==> src/hw/load_fix_note.sv <==
// holds no logic; the transmit fifo load path is part of rt_bus_select

==> src/hw/rt_bus_select_pkg.sv <==
// constants shared by the bus-select, mode-select and transmit fifo logic
package rt_bus_select_pkg;

  // data path and fifo geometry
  localparam int WORD_W = 16;
  localparam int FIFO_DEPTH = 32;
  localparam int FIFO_AW = 5;
  localparam int ADDR_W = 4;

  // register port addresses; bit 3 of the address is a don't-care for decode
  localparam logic [2:0] ADDR_CONTROL = 3'h0;
  localparam logic [2:0] ADDR_FIFO_STATUS = 3'h1;
  localparam logic [2:0] ADDR_TX_FIFO = 3'h2;
  localparam logic [2:0] ADDR_TX_LOAD = 3'h3;
  localparam logic [2:0] ADDR_BUS_A_WORD = 3'h6;
  localparam logic [2:0] ADDR_BUS_B_WORD = 3'h7;

  // control register field positions
  localparam int CTRL_MASTER_RESET = 0;
  localparam int CTRL_SPARE = 1;
  localparam int CTRL_CONTROLLER_MODE = 2;
  localparam int CTRL_TERMINAL_MODE = 3;
  localparam int CTRL_BUS_A_TX = 4;
  localparam int CTRL_BUS_B_TX = 5;

  // reset values
  localparam logic [WORD_W-1:0] CTRL_RESET = 16'h0000;
  localparam logic [WORD_W-1:0] WORD_RESET = 16'h0000;

  // operating modes, one-hot
  typedef enum logic [3:0] {
    MODE_MT_ADDR = 4'h1,
    MODE_BC = 4'h2,
    MODE_RT = 4'h4,
    MODE_MT_NOADDR = 4'h8
  } op_mode_t;

  // bus index
  localparam int BUS_A = 0;
  localparam int BUS_B = 1;
  localparam int NUM_BUS = 2;

endpackage

==> src/hw/tx_word_fifo.sv <==
// transmit data word fifo held in flip-flops
`timescale 1ns/1ps
module tx_word_fifo
  import rt_bus_select_pkg::*;
(
  input wire logic clk_i,
  input wire logic ce_i,
  input wire logic clear_i,
  input wire logic push_i,
  input wire logic [WORD_W-1:0] push_data_i,
  input wire logic pop_i,
  output logic [WORD_W-1:0] head_o,
  output logic valid_o,
  output logic full_o,
  output logic [FIFO_AW:0] count_o
);

  logic [WORD_W-1:0] mem_reg [FIFO_DEPTH];
  logic [FIFO_AW-1:0] wr_ptr_reg;
  logic [FIFO_AW-1:0] rd_ptr_reg;
  logic [FIFO_AW:0] count_reg;
  logic do_push;
  logic do_pop;

  // a push into a full fifo is dropped; words leave in load order
  assign full_o = (count_reg == FIFO_DEPTH[FIFO_AW:0]);
  assign valid_o = (count_reg != '0);
  assign do_push = push_i && !full_o;
  assign do_pop = pop_i && valid_o;
  assign head_o = mem_reg[rd_ptr_reg];
  assign count_o = count_reg;

  // pointers and occupancy; clear beats any push or pop in the same cycle
  always_ff @(posedge clk_i) begin
    if (clear_i) begin
      wr_ptr_reg <= '0;
      rd_ptr_reg <= '0;
      count_reg <= '0;
    end else if (ce_i) begin
      if (do_push) begin
        wr_ptr_reg <= wr_ptr_reg + 5'h01;
      end
      if (do_pop) begin
        rd_ptr_reg <= rd_ptr_reg + 5'h01;
      end
      count_reg <= count_reg + {5'h00, do_push} - {5'h00, do_pop};
    end
  end

  // storage; stale words need no clearing since the pointers hide them
  always_ff @(posedge clk_i) begin
    if (ce_i && do_push && !clear_i) begin
      mem_reg[wr_ptr_reg] <= push_data_i;
    end
  end

endmodule

==> src/hw/rt_bus_select.sv <==
// bus transmit enables, mode select, master reset, transmit fifo and per-bus word registers
`timescale 1ns/1ps

// Contract
// - one enable bit set transmits on that bus
// - both enable bits set selects neither bus
// - protocol engine sees only the active bus
// - inactive bus decoder and indication keep working
// - inactive bus word readable, no transmit there
// - inhibit pins override transmit enable bits
// - mode selects are bit OR pin
// - mode pair decodes to four operating modes
// - control bit 1 has no function
// - bit 0 high acts as master reset pin
// - master reset clears all but control register
// - transmit fifo holds thirty-two words
// - words leave in load order
// - fifo cleared by reset, valid, error, write
// - per-bus register keeps last valid word received in RT mode
module rt_bus_select
  import rt_bus_select_pkg::*;
(
  input wire logic clk_i,
  input wire logic reset_i,
  input wire logic ce_i,
  // host register port
  input wire logic [ADDR_W-1:0] reg_addr_i,
  input wire logic [WORD_W-1:0] reg_wdata_i,
  input wire logic reg_wr_i,
  input wire logic reg_rd_i,
  output logic [WORD_W-1:0] reg_rdata_o,
  // control pins
  input wire logic master_reset_i,
  input wire logic terminal_mode_select_i,
  input wire logic controller_mode_select_i,
  input wire logic bus_a_tx_inhibit_i,
  input wire logic bus_b_tx_inhibit_i,
  // manchester decoders
  input wire logic [WORD_W-1:0] dec_a_word_i,
  input wire logic dec_a_word_valid_i,
  input wire logic dec_a_cmd_i,
  input wire logic [WORD_W-1:0] dec_b_word_i,
  input wire logic dec_b_word_valid_i,
  input wire logic dec_b_cmd_i,
  // protocol engine
  input wire logic message_valid_i,
  input wire logic error_i,
  output logic [WORD_W-1:0] engine_word_o,
  output logic engine_word_valid_o,
  output logic active_bus_a_o,
  output logic active_bus_b_o,
  output logic master_reset_o,
  // operating mode
  output logic mode_mt_addr_o,
  output logic mode_bc_o,
  output logic mode_rt_o,
  output logic mode_mt_noaddr_o,
  // encoder side
  input wire logic tx_word_pop_i,
  output logic [WORD_W-1:0] tx_word_o,
  output logic tx_word_valid_o,
  output logic bus_a_tx_enable_o,
  output logic bus_b_tx_enable_o,
  output logic receive_indication_a_o,
  output logic receive_indication_b_o,
  output logic fifo_full_o
);

  ////////////////////////////////////////////////////////////////////////////
  // address decode

  // bit 3 of the address is ignored so every decode shares this helper
  function automatic logic addr_hit(input logic [ADDR_W-1:0] addr, input logic [2:0] target);
    addr_hit = (addr[2:0] == target);
  endfunction

  // write strobes and read mux for the register port
  logic wr_control;
  logic wr_fifo;
  logic wr_load;
  logic [WORD_W-1:0] rd_mux;

  assign wr_control = reg_wr_i && addr_hit(reg_addr_i, ADDR_CONTROL);
  assign wr_fifo = reg_wr_i && addr_hit(reg_addr_i, ADDR_TX_FIFO);
  // loads have their own address, because any write to the clear address empties the fifo
  assign wr_load = reg_wr_i && addr_hit(reg_addr_i, ADDR_TX_LOAD);

  ////////////////////////////////////////////////////////////////////////////
  // control register

  // held value and its next value; bit 0 doubles as the software master reset
  logic [WORD_W-1:0] control_reg;
  logic [WORD_W-1:0] control_next;
  logic mr_active;

  assign control_next = wr_control ? reg_wdata_i : control_reg;

  // only reset_i clears it; master reset leaves it alone
  always_ff @(posedge clk_i) begin
    if (reset_i) begin
      control_reg <= CTRL_RESET;
    end else if (ce_i) begin
      control_reg <= control_next;
    end
  end

  // bit 0 held high behaves just like the pin held high, so 1 then 0 is a pulse
  assign mr_active = master_reset_i || control_reg[CTRL_MASTER_RESET];
  assign master_reset_o = mr_active;

  // the spare bit is stored and read back but steers nothing: no decode
  // below looks at it, so it has no function in remote-terminal mode or any other

  ////////////////////////////////////////////////////////////////////////////
  // operating mode

  // a pin or a bit may select a mode; neither can take back what the other selects
  logic term_sel;
  logic ctrl_sel;
  logic rt_mode;
  op_mode_t mode;

  assign term_sel = control_reg[CTRL_TERMINAL_MODE] || terminal_mode_select_i;
  assign ctrl_sel = control_reg[CTRL_CONTROLLER_MODE] || controller_mode_select_i;

  // every pair of selects is a legal mode, so no default is needed
  always_comb begin
    unique case ({term_sel, ctrl_sel})
      2'b00: mode = MODE_MT_ADDR;
      2'b01: mode = MODE_BC;
      2'b10: mode = MODE_RT;
      2'b11: mode = MODE_MT_NOADDR;
    endcase
  end

  assign mode_mt_addr_o = (mode == MODE_MT_ADDR);
  assign mode_bc_o = (mode == MODE_BC);
  assign rt_mode = (mode == MODE_RT);
  assign mode_rt_o = rt_mode;
  assign mode_mt_noaddr_o = (mode == MODE_MT_NOADDR);

  ////////////////////////////////////////////////////////////////////////////
  // bus selection and transmit enables

  // bus select taken straight from the two enable bits
  logic sel_a;
  logic sel_b;

  // exactly one enable bit names the active bus; both or none select nothing
  assign sel_a = control_reg[CTRL_BUS_A_TX] && !control_reg[CTRL_BUS_B_TX];
  assign sel_b = control_reg[CTRL_BUS_B_TX] && !control_reg[CTRL_BUS_A_TX];
  assign active_bus_a_o = sel_a;
  assign active_bus_b_o = sel_b;

  // inhibit pins win over the enable bits; the inactive bus never transmits
  assign bus_a_tx_enable_o = sel_a && !bus_a_tx_inhibit_i;
  assign bus_b_tx_enable_o = sel_b && !bus_b_tx_inhibit_i;

  ////////////////////////////////////////////////////////////////////////////
  // per-bus receive path

  // array views of the two decoder ports so the generate loop can index them
  logic [WORD_W-1:0] dec_word [NUM_BUS];
  logic dec_valid [NUM_BUS];
  logic dec_cmd [NUM_BUS];
  logic [WORD_W-1:0] bus_word_reg [NUM_BUS];
  logic rcv_reg [NUM_BUS];

  assign dec_word[BUS_A] = dec_a_word_i;
  assign dec_word[BUS_B] = dec_b_word_i;
  assign dec_valid[BUS_A] = dec_a_word_valid_i;
  assign dec_valid[BUS_B] = dec_b_word_valid_i;
  assign dec_cmd[BUS_A] = dec_a_cmd_i;
  assign dec_cmd[BUS_B] = dec_b_cmd_i;

  // both buses run regardless of which is active, so a command on the
  // standby bus still raises its indication and, in remote-terminal mode, updates its word register
  for (genvar b = 0; b < NUM_BUS; b++) begin : g_bus
    always_ff @(posedge clk_i) begin
      if (reset_i || mr_active) begin
        bus_word_reg[b] <= WORD_RESET;
        rcv_reg[b] <= 1'b0;
      end else if (ce_i) begin
        rcv_reg[b] <= dec_cmd[b];
        if (dec_valid[b] && rt_mode) begin
          bus_word_reg[b] <= dec_word[b];
        end
      end
    end
  end

  assign receive_indication_a_o = rcv_reg[BUS_A];
  assign receive_indication_b_o = rcv_reg[BUS_B];

  ////////////////////////////////////////////////////////////////////////////
  // protocol engine attachment

  // registered hand-off to the protocol engine
  logic [WORD_W-1:0] engine_word_reg;
  logic engine_valid_reg;
  logic [WORD_W-1:0] engine_word_next;
  logic engine_valid_next;

  // the engine is fed from the active bus only; with no bus selected it sees nothing
  assign engine_word_next = sel_b ? dec_b_word_i : dec_a_word_i;
  assign engine_valid_next = (sel_a && dec_a_word_valid_i) || (sel_b && dec_b_word_valid_i);

  always_ff @(posedge clk_i) begin
    if (reset_i || mr_active) begin
      engine_word_reg <= WORD_RESET;
      engine_valid_reg <= 1'b0;
    end else if (ce_i) begin
      engine_valid_reg <= engine_valid_next;
      if (engine_valid_next) begin
        engine_word_reg <= engine_word_next;
      end
    end
  end

  assign engine_word_o = engine_word_reg;
  assign engine_word_valid_o = engine_valid_reg;

  ////////////////////////////////////////////////////////////////////////////
  // transmit fifo and its clearing events

  // edge detectors for the two clearing levels, plus the fifo strobes
  logic valid_seen_reg;
  logic error_seen_reg;
  logic valid_rise;
  logic error_rise;
  logic clear_event;
  logic fifo_clear;
  logic fifo_push;
  logic [FIFO_AW:0] fifo_count;

  // clear on the assertion edge, so a long message-valid level does not
  // wipe words that the host loads for the next message
  assign valid_rise = message_valid_i && !valid_seen_reg;
  assign error_rise = error_i && !error_seen_reg;

  always_ff @(posedge clk_i) begin
    if (reset_i || mr_active) begin
      valid_seen_reg <= 1'b0;
      error_seen_reg <= 1'b0;
    end else if (ce_i) begin
      valid_seen_reg <= message_valid_i;
      error_seen_reg <= error_i;
    end
  end

  // a write to the fifo address empties it; the written data is discarded
  assign clear_event = valid_rise || error_rise || wr_fifo;
  assign fifo_clear = reset_i || mr_active || (ce_i && clear_event);

  // the host loading path: words land at the tail and leave from the head
  // meeting the mid-parity deadline is the host's job; a late word just misses
  assign fifo_push = wr_load;

  // a pop on an empty fifo and a load into a full one are both ignored
  tx_word_fifo u_tx_fifo (
    .clk_i(clk_i),
    .ce_i(ce_i),
    .clear_i(fifo_clear),
    .push_i(fifo_push),
    .push_data_i(reg_wdata_i),
    .pop_i(tx_word_pop_i),
    .head_o(tx_word_o),
    .valid_o(tx_word_valid_o),
    .full_o(fifo_full_o),
    .count_o(fifo_count)
  );

  ////////////////////////////////////////////////////////////////////////////
  // read port

  // status word: occupancy in the low bits, full flag above it
  logic [WORD_W-1:0] fifo_status;
  assign fifo_status = {9'h000, fifo_full_o, fifo_count};

  assign rd_mux = addr_hit(reg_addr_i, ADDR_CONTROL) ? control_reg :
                  addr_hit(reg_addr_i, ADDR_FIFO_STATUS) ? fifo_status :
                  addr_hit(reg_addr_i, ADDR_BUS_A_WORD) ? bus_word_reg[BUS_A] :
                  addr_hit(reg_addr_i, ADDR_BUS_B_WORD) ? bus_word_reg[BUS_B] :
                  WORD_RESET;

  // registered so the host sees a word that cannot change under it
  logic [WORD_W-1:0] rdata_reg;

  // read data is held until the next read strobe, reset or master reset
  always_ff @(posedge clk_i) begin
    if (reset_i || mr_active) begin
      rdata_reg <= WORD_RESET;
    end else if (ce_i && reg_rd_i) begin
      rdata_reg <= rd_mux;
    end
  end

  assign reg_rdata_o = rdata_reg;

endmodule

==> config.mk <==
export PLATFORM = sky130hd
export DESIGN_NAME = rt_bus_select
export DESIGN_NICKNAME = d
export VERILOG_FILES = /design/src/hw/load_fix_note.sv /design/src/hw/rt_bus_select_pkg.sv /design/src/hw/tx_word_fifo.sv /design/src/hw/rt_bus_select.sv
export SDC_FILE = /design/constraint.sdc
export NUM_CORES = 1
export LEC_CHECK = 0
export ABC_AREA = 1
export ABC_CLOCK_PERIOD_IN_PS = 3000
export BUFFER_PORTS_ARGS = -buffer_cell sky130_fd_sc_hd__buf_2
export CORE_MARGIN = 4
export CORE_UTILIZATION = 60
export CTS_CLUSTER_SIZE = 8
export DETAILED_ROUTE_END_ITERATION = 12
export PLACE_DENSITY = 0.78
export SLEW_MARGIN = 10
export SYNTH_ARGS = -nofsm -noshare
export SYNTH_HDL_FRONTEND = slang
export SYNTH_SLANG_ARGS = --single-unit
==> constraint.sdc <==
create_clock -name clk_i -period 3 [get_ports clk_i]
set_input_delay 0.15 -clock clk_i [delete_from_list [all_inputs] [get_ports clk_i]]
set_output_delay 0.15 -clock clk_i [all_outputs]
set_load 0.01 [all_outputs]
* Yosys cells after proc, flatten, opt, wreduce, memory -nomap -nowiden
Memories as Yosys holds them, arrays and structs flattened. A register that Yosys moved wholly into a read port is not among the register bits. Index checks and enable logic that the tools add are counted.
Word-level totals: register bits 67, word-level logic and storage cells 102, RAM bits 546, bits in latches 0, memory bits (read-only) 0, memories 3
Memories:
- u_tx_fifo.mem_reg | depth 32, bits a word 16, read ports 1, clocked after memory_dff 1, write ports 1, RTL line tx_word_fifo.sv:18 | logic [WORD_W-1:0] mem_reg [FIFO_DEPTH];
- bus_word_reg | depth 2, bits a word 16, read ports 2, clocked after memory_dff 0, write ports 2, RTL line rt_bus_select.sv:166 | logic [WORD_W-1:0] bus_word_reg [NUM_BUS];
- rcv_reg | depth 2, bits a word 1, read ports 2, clocked after memory_dff 0, write ports 2, RTL line rt_bus_select.sv:167 | logic rcv_reg [NUM_BUS];
Operators by class: multiply operators 0, reduce and logical (&&, ||, !) cells 42, $lt $le $gt $ge 0, bitwise operators 4, equality and inequality tests 13, add/subtract/negate cells 4, div/mod/pow operators 0, shifts and indexed selects 0, muxes and demuxes 27
Operators with widths (number):
- $mux W16 | 7
- $logic_and A1 B1 Y1 | 19
- $mux W1 | 17
- $pmux W4 S4 | 1
- $add A5 B1 Y5 const B | 2
- $mux W5 | 2
- $logic_not A1 Y1 | 8
- $logic_or A1 B1 Y1 | 8
- $reduce_and A2 Y1 | 4
- $add A6 B1 Y6 | 1
- $eq A3 B2 Y1 const B | 2
- $eq A3 B3 Y1 const B | 2
- $eq A6 B6 Y1 const B | 1
- $reduce_bool A6 Y1 | 1
- $sub A6 B1 Y6 | 1
- $eq A2 B2 Y1 const B | 2
- $eq A4 B1 Y1 const B | 1
- $eq A4 B2 Y1 const B | 1
- $eq A4 B3 Y1 const B | 1
- $eq A4 B4 Y1 const B | 1
- $or A1 B1 Y1 | 4
- $eq A3 B1 Y1 const B | 1
- $logic_not A3 Y1 | 1
- $eq A2 B1 Y1 const B | 1
- $logic_not A2 Y1 | 1

* Logic depth before layout (Yosys ltp)
depth in word-level cells 10, gate-level depth with buffers 16

* Hierarchy
Synthesis repeated with hierarchy kept, for this count alone.
Unflattened totals: cell total of the unflattened synthesis 2444, area total of the unflattened synthesis 26045.0 um^2
By module, submodules not included:
- tx_word_fifo | instances 1, area each 21992.3 um^2, cells each 1915
- rt_bus_select | instances 1, area each 4052.6 um^2, cells each 529

* Worst setup path before layout
Ideal clock, no wire load.
path type flip-flop to flip-flop, start point register u_tx_fifo.count_reg[2], in the netlist u_tx_fifo.count_o[2], end point register u_tx_fifo.count_reg[4], in the netlist u_tx_fifo.count_o[4], path buffers 0, path slack 653 ps, data arrival time 2219 ps, library setup time 129 ps, cell stages (with the launch flop) 14, cell sequence dfxtp_1 inv_1 ha_1 nand4_1 nand2_1 inv_1 ha_1 inv_1 ha_1 fa_1 a21oi_1 o21bai_1 xor2_1 a21oi_1
Between the ends: elaborated cells on any way between the ends 7
RTL lines:
- start: declaration | RTL line tx_word_fifo.sv:21 | logic [FIFO_AW:0] count_reg;
- start signal: assignment | RTL line tx_word_fifo.sv:46 | count_reg <= count_reg + {5'h00, do_push} - {5'h00, do_pop};
- $reduce_bool A6 Y1 | RTL line tx_word_fifo.sv:27 | assign valid_o = (count_reg != '0);
- via tx_word_valid_o | RTL line rt_bus_select.sv:61 | output logic tx_word_valid_o,
- $logic_and A1 B1 Y1 | RTL line tx_word_fifo.sv:29 | assign do_pop = pop_i && valid_o;
- $sub A6 B1 Y6 | RTL line tx_word_fifo.sv:46
The timed path passes the listed nets, and every way through them passes these cells. A chain may end at the register's enable or synchronous reset.

==> results.md <==
* Setup TNS at 0 ns
* Hold Path Class: input port to flop
* Yosys top cell by area: edfxtp_1
* Worst Setup Start Kind: flop
* Max Slew Vio Count at 0
* Die height at 216 um
* Cell variety after synth at 39
* WHS at 0.0367 ns
* Period minus WS final at 2.86 ns
* R2r endpoint: u_tx_fifo.mem_reg[31][11]
* Setup crit end kind: primary output
* Initial antenna violation count at 2
* Proportion of layout cells with a drive suffix above 1 at 11.9%
* Top post-synthesis cells by count: nand2_1, edfxtp_1, nand3_1
* Fill count at 2804
* Core Rows at 75
* DR WL/cell at 21.2 um
* Slowest-stage cell, CP: buf_4
* Grt peak-use layer: met2
* Pre-CTS WS at 0.494 ns
* Dominant synthesized flop cell: edfxtp_1
* Multi-input logic area at 6840 um^2
* Seq cells post-synth at 618
* Drt pass-1 iters at 6
* Final setup vio count at 0
* Worst relative slew slack at 34.2%
* Critical Path AT at 2.71 ns
* Core area at 42300 um^2
* Syn-to-layout area delta at 14.9%
* Synth top area cells: edfxtp_1, nand2_1, nand3_1, dfxtp_1, nor2_1
* Vias in the first global route at 18800
* # nets final at 2630
* DRC violations left at 0
* Sequential share of the synthesized area at 69.0%
* Port bufs at 129
* Max Cap Viol at 0
* TritonCTS clock tree: done
* Total CTS buffers at 87
* Fin Clk Skew at 0.0259 ns
* GRT Residual Overflow at 0
* Crit-path most repeated cell: nand2_1
* Die Area at 46500 um^2
* Outcome: complete, no violations
* Placed cell count at 2993
* CTS root buf: clkbuf_16
* Vias per inst at 5.95
* Tcrit/Tclk final at 95.3%
* Post-synth ARST share at 0%
* Hold_sp: reg_wr_i
* Crit path max fanout at 64
* Post-synth EDFFs at 546
* Worst Hold End: u_tx_fifo.wr_ptr_reg[1]
* Placed cell areas at 26900 um^2
* GR Util All Layers at 28.4%
* CP Data Required Time at 2.85 ns
* Worst VDD drop at 0.413 mV
* Core Util, Final at 70.2%
* F_max at 350 MHz
* Global-route wire length before repair at 103000 um
* Met1 global-route usage at 36.2%
* R2r startpoint: u_tx_fifo.count_o[2]
* Via Count at 18800
* Max reg flops at 512
* Net Count, Synth at 2456
* Initial core utilization at 61.1%
* Syn. warnings at 0
* Synth Area per Inst at 10.9 um^2
* Htree depth at 3
* Fin area at 29700 um^2
* R2R Setup Slk at 0.42 ns
* Crit-path max cell delay at 0.73 ns
* Met2 usage at 47.2%
* Final Wtd Congestion at 0.946
* Worst-margin pin slew at 0.985 ns
* Power per cell area at 636 nW/um^2
* Post-DRT Antenna Nets at 0
* Final hold vios at 0
* Met3 usage at 5.74%
* Clk slew on worst S/H paths at 0.05 ns
* Power, Total at 18.9 mW
* R2r worst-path depth at 8
* Final WL at 66900 um
* RSZ-0062 raised after global routing: no
* P_leak at 11.4 nW
* Setup CP Type: flop to primary output
* Top-count cell post-synth: nand2_1
* Final worst slack at 0.141 ns
* Drt initial violations at 2587
* Top Ports at 131
* Largest net degree at the start of global routing at 129
* Max Root-Sink Buffers at 3
* Worst path cell trace: buf_4 -> nand3_1 -> nand2_1 -> nand2_1 -> nand2_1 -> nand2_1 -> nand2_1 -> buf_2
* Dpl hpwl at 35400 um
* Clk Latency, worst-skew pair at 0.61 ns
* Post-Synthesis Cells at 2372
* Yosys top cell area share at 63.4%
* Hold Crit Depth at 5
* CTS sink count at 618
* FF+latch area at 17800 um^2
* Final std cells w/o fill at 3156
* Post-synthesis cell area at 25900 um^2
* Die Wd at 216 um
-- worst max-delay path, delay by kind of cell, from the launching register on --
kind                   cells  cell delay (ns)
buffers and inverters      2             0.89
and+or+nand+nor            6             0.87
DFF                        1             0.34
-- how the worst max path moves through the flow --
stage / cells after the start / slack, ns / endpoint
after floorplan: 13 / 0.65 / u_tx_fifo.count_o[4]
final: 8 / 0.14 / tx_word_o[9]
after detailed placement: 13 / 0.49 / u_tx_fifo.count_o[4]
after global routing: 11 / 0.01 / tx_word_o[11]
after global placement: 13 / 0.55 / u_tx_fifo.count_o[4]
after CTS: 11 / 0.07 / tx_word_o[11]
-- cells by family (layout without fill, tap and decap cells) --
group | after synthesis | in the layout | synth area share [%]
compound gates | 123 | 123 | 2.56
xor+xnor | 5 | 5 | 0.169
fa+ha+maj | 15 | 15 | 0.755
buf+inv | 220 | 426 | 4.58
flops | 618 | 618 | 69.0
other cells | 0 | 1 | 0
simple gates | 1391 | 1391 | 23.0
-- area by class of cell --
type                       count  area share, %
sequential                   618           60.0
multi-input combinational   1534           23.0
clock buffer                 117           7.99
timing repair buffer         222           5.32
tap                          577           2.43
inverter                      83           1.08
clock inverter                 4          0.118
antenna                        1        0.00842
-- per-layer routing --
layer | part of all wire (%) | wire length [um]
met5 | 0.021 | 14
met2 | 49 | 32900
met4 | 4.5 | 2990
met1 | 36 | 24300
met3 | 10 | 6750
-- where the power goes --
part | leakage, nW | internal [mW] | switching [mW] | total, mW
registers | 5.57 | 9.41 | 0.0213 | 9.43
logic | 4.67 | 0.200 | 0.488 | 0.688
clock network | 1.17 | 5.41 | 3.38 | 8.79
total | 11.4 | 15.0 | 3.89 | 18.9
-- layout by cell type, fill, tap and decap left out, drive strengths merged --
cell type      n
nand4         19
nand2        837
nand3b         1
o211ai         1
dlygate4sd3   39
dfxtp         72
a21oi         57
clkbuf       117
a22oi          9
clkinv         2
a31oi          9
nand3        430
xor2           3
fa             1
inv           85
edfxtp       546
a211oi         3
bufbuf         1
xnor2          2
o21bai         1
nor3           3
diode          1
buf          182
ha            14
o21ai         43
nor2         101
-- what timing repair did --
item,in CTS,in global routing
hold buffers,39,0
endpoints found under the setup margin,11,15
hold endpoints to repair,67,0
buffers inserted,0,1
gates resized for setup,3,5
gates cloned,1,0
Power figures use the tool's default switching activity.
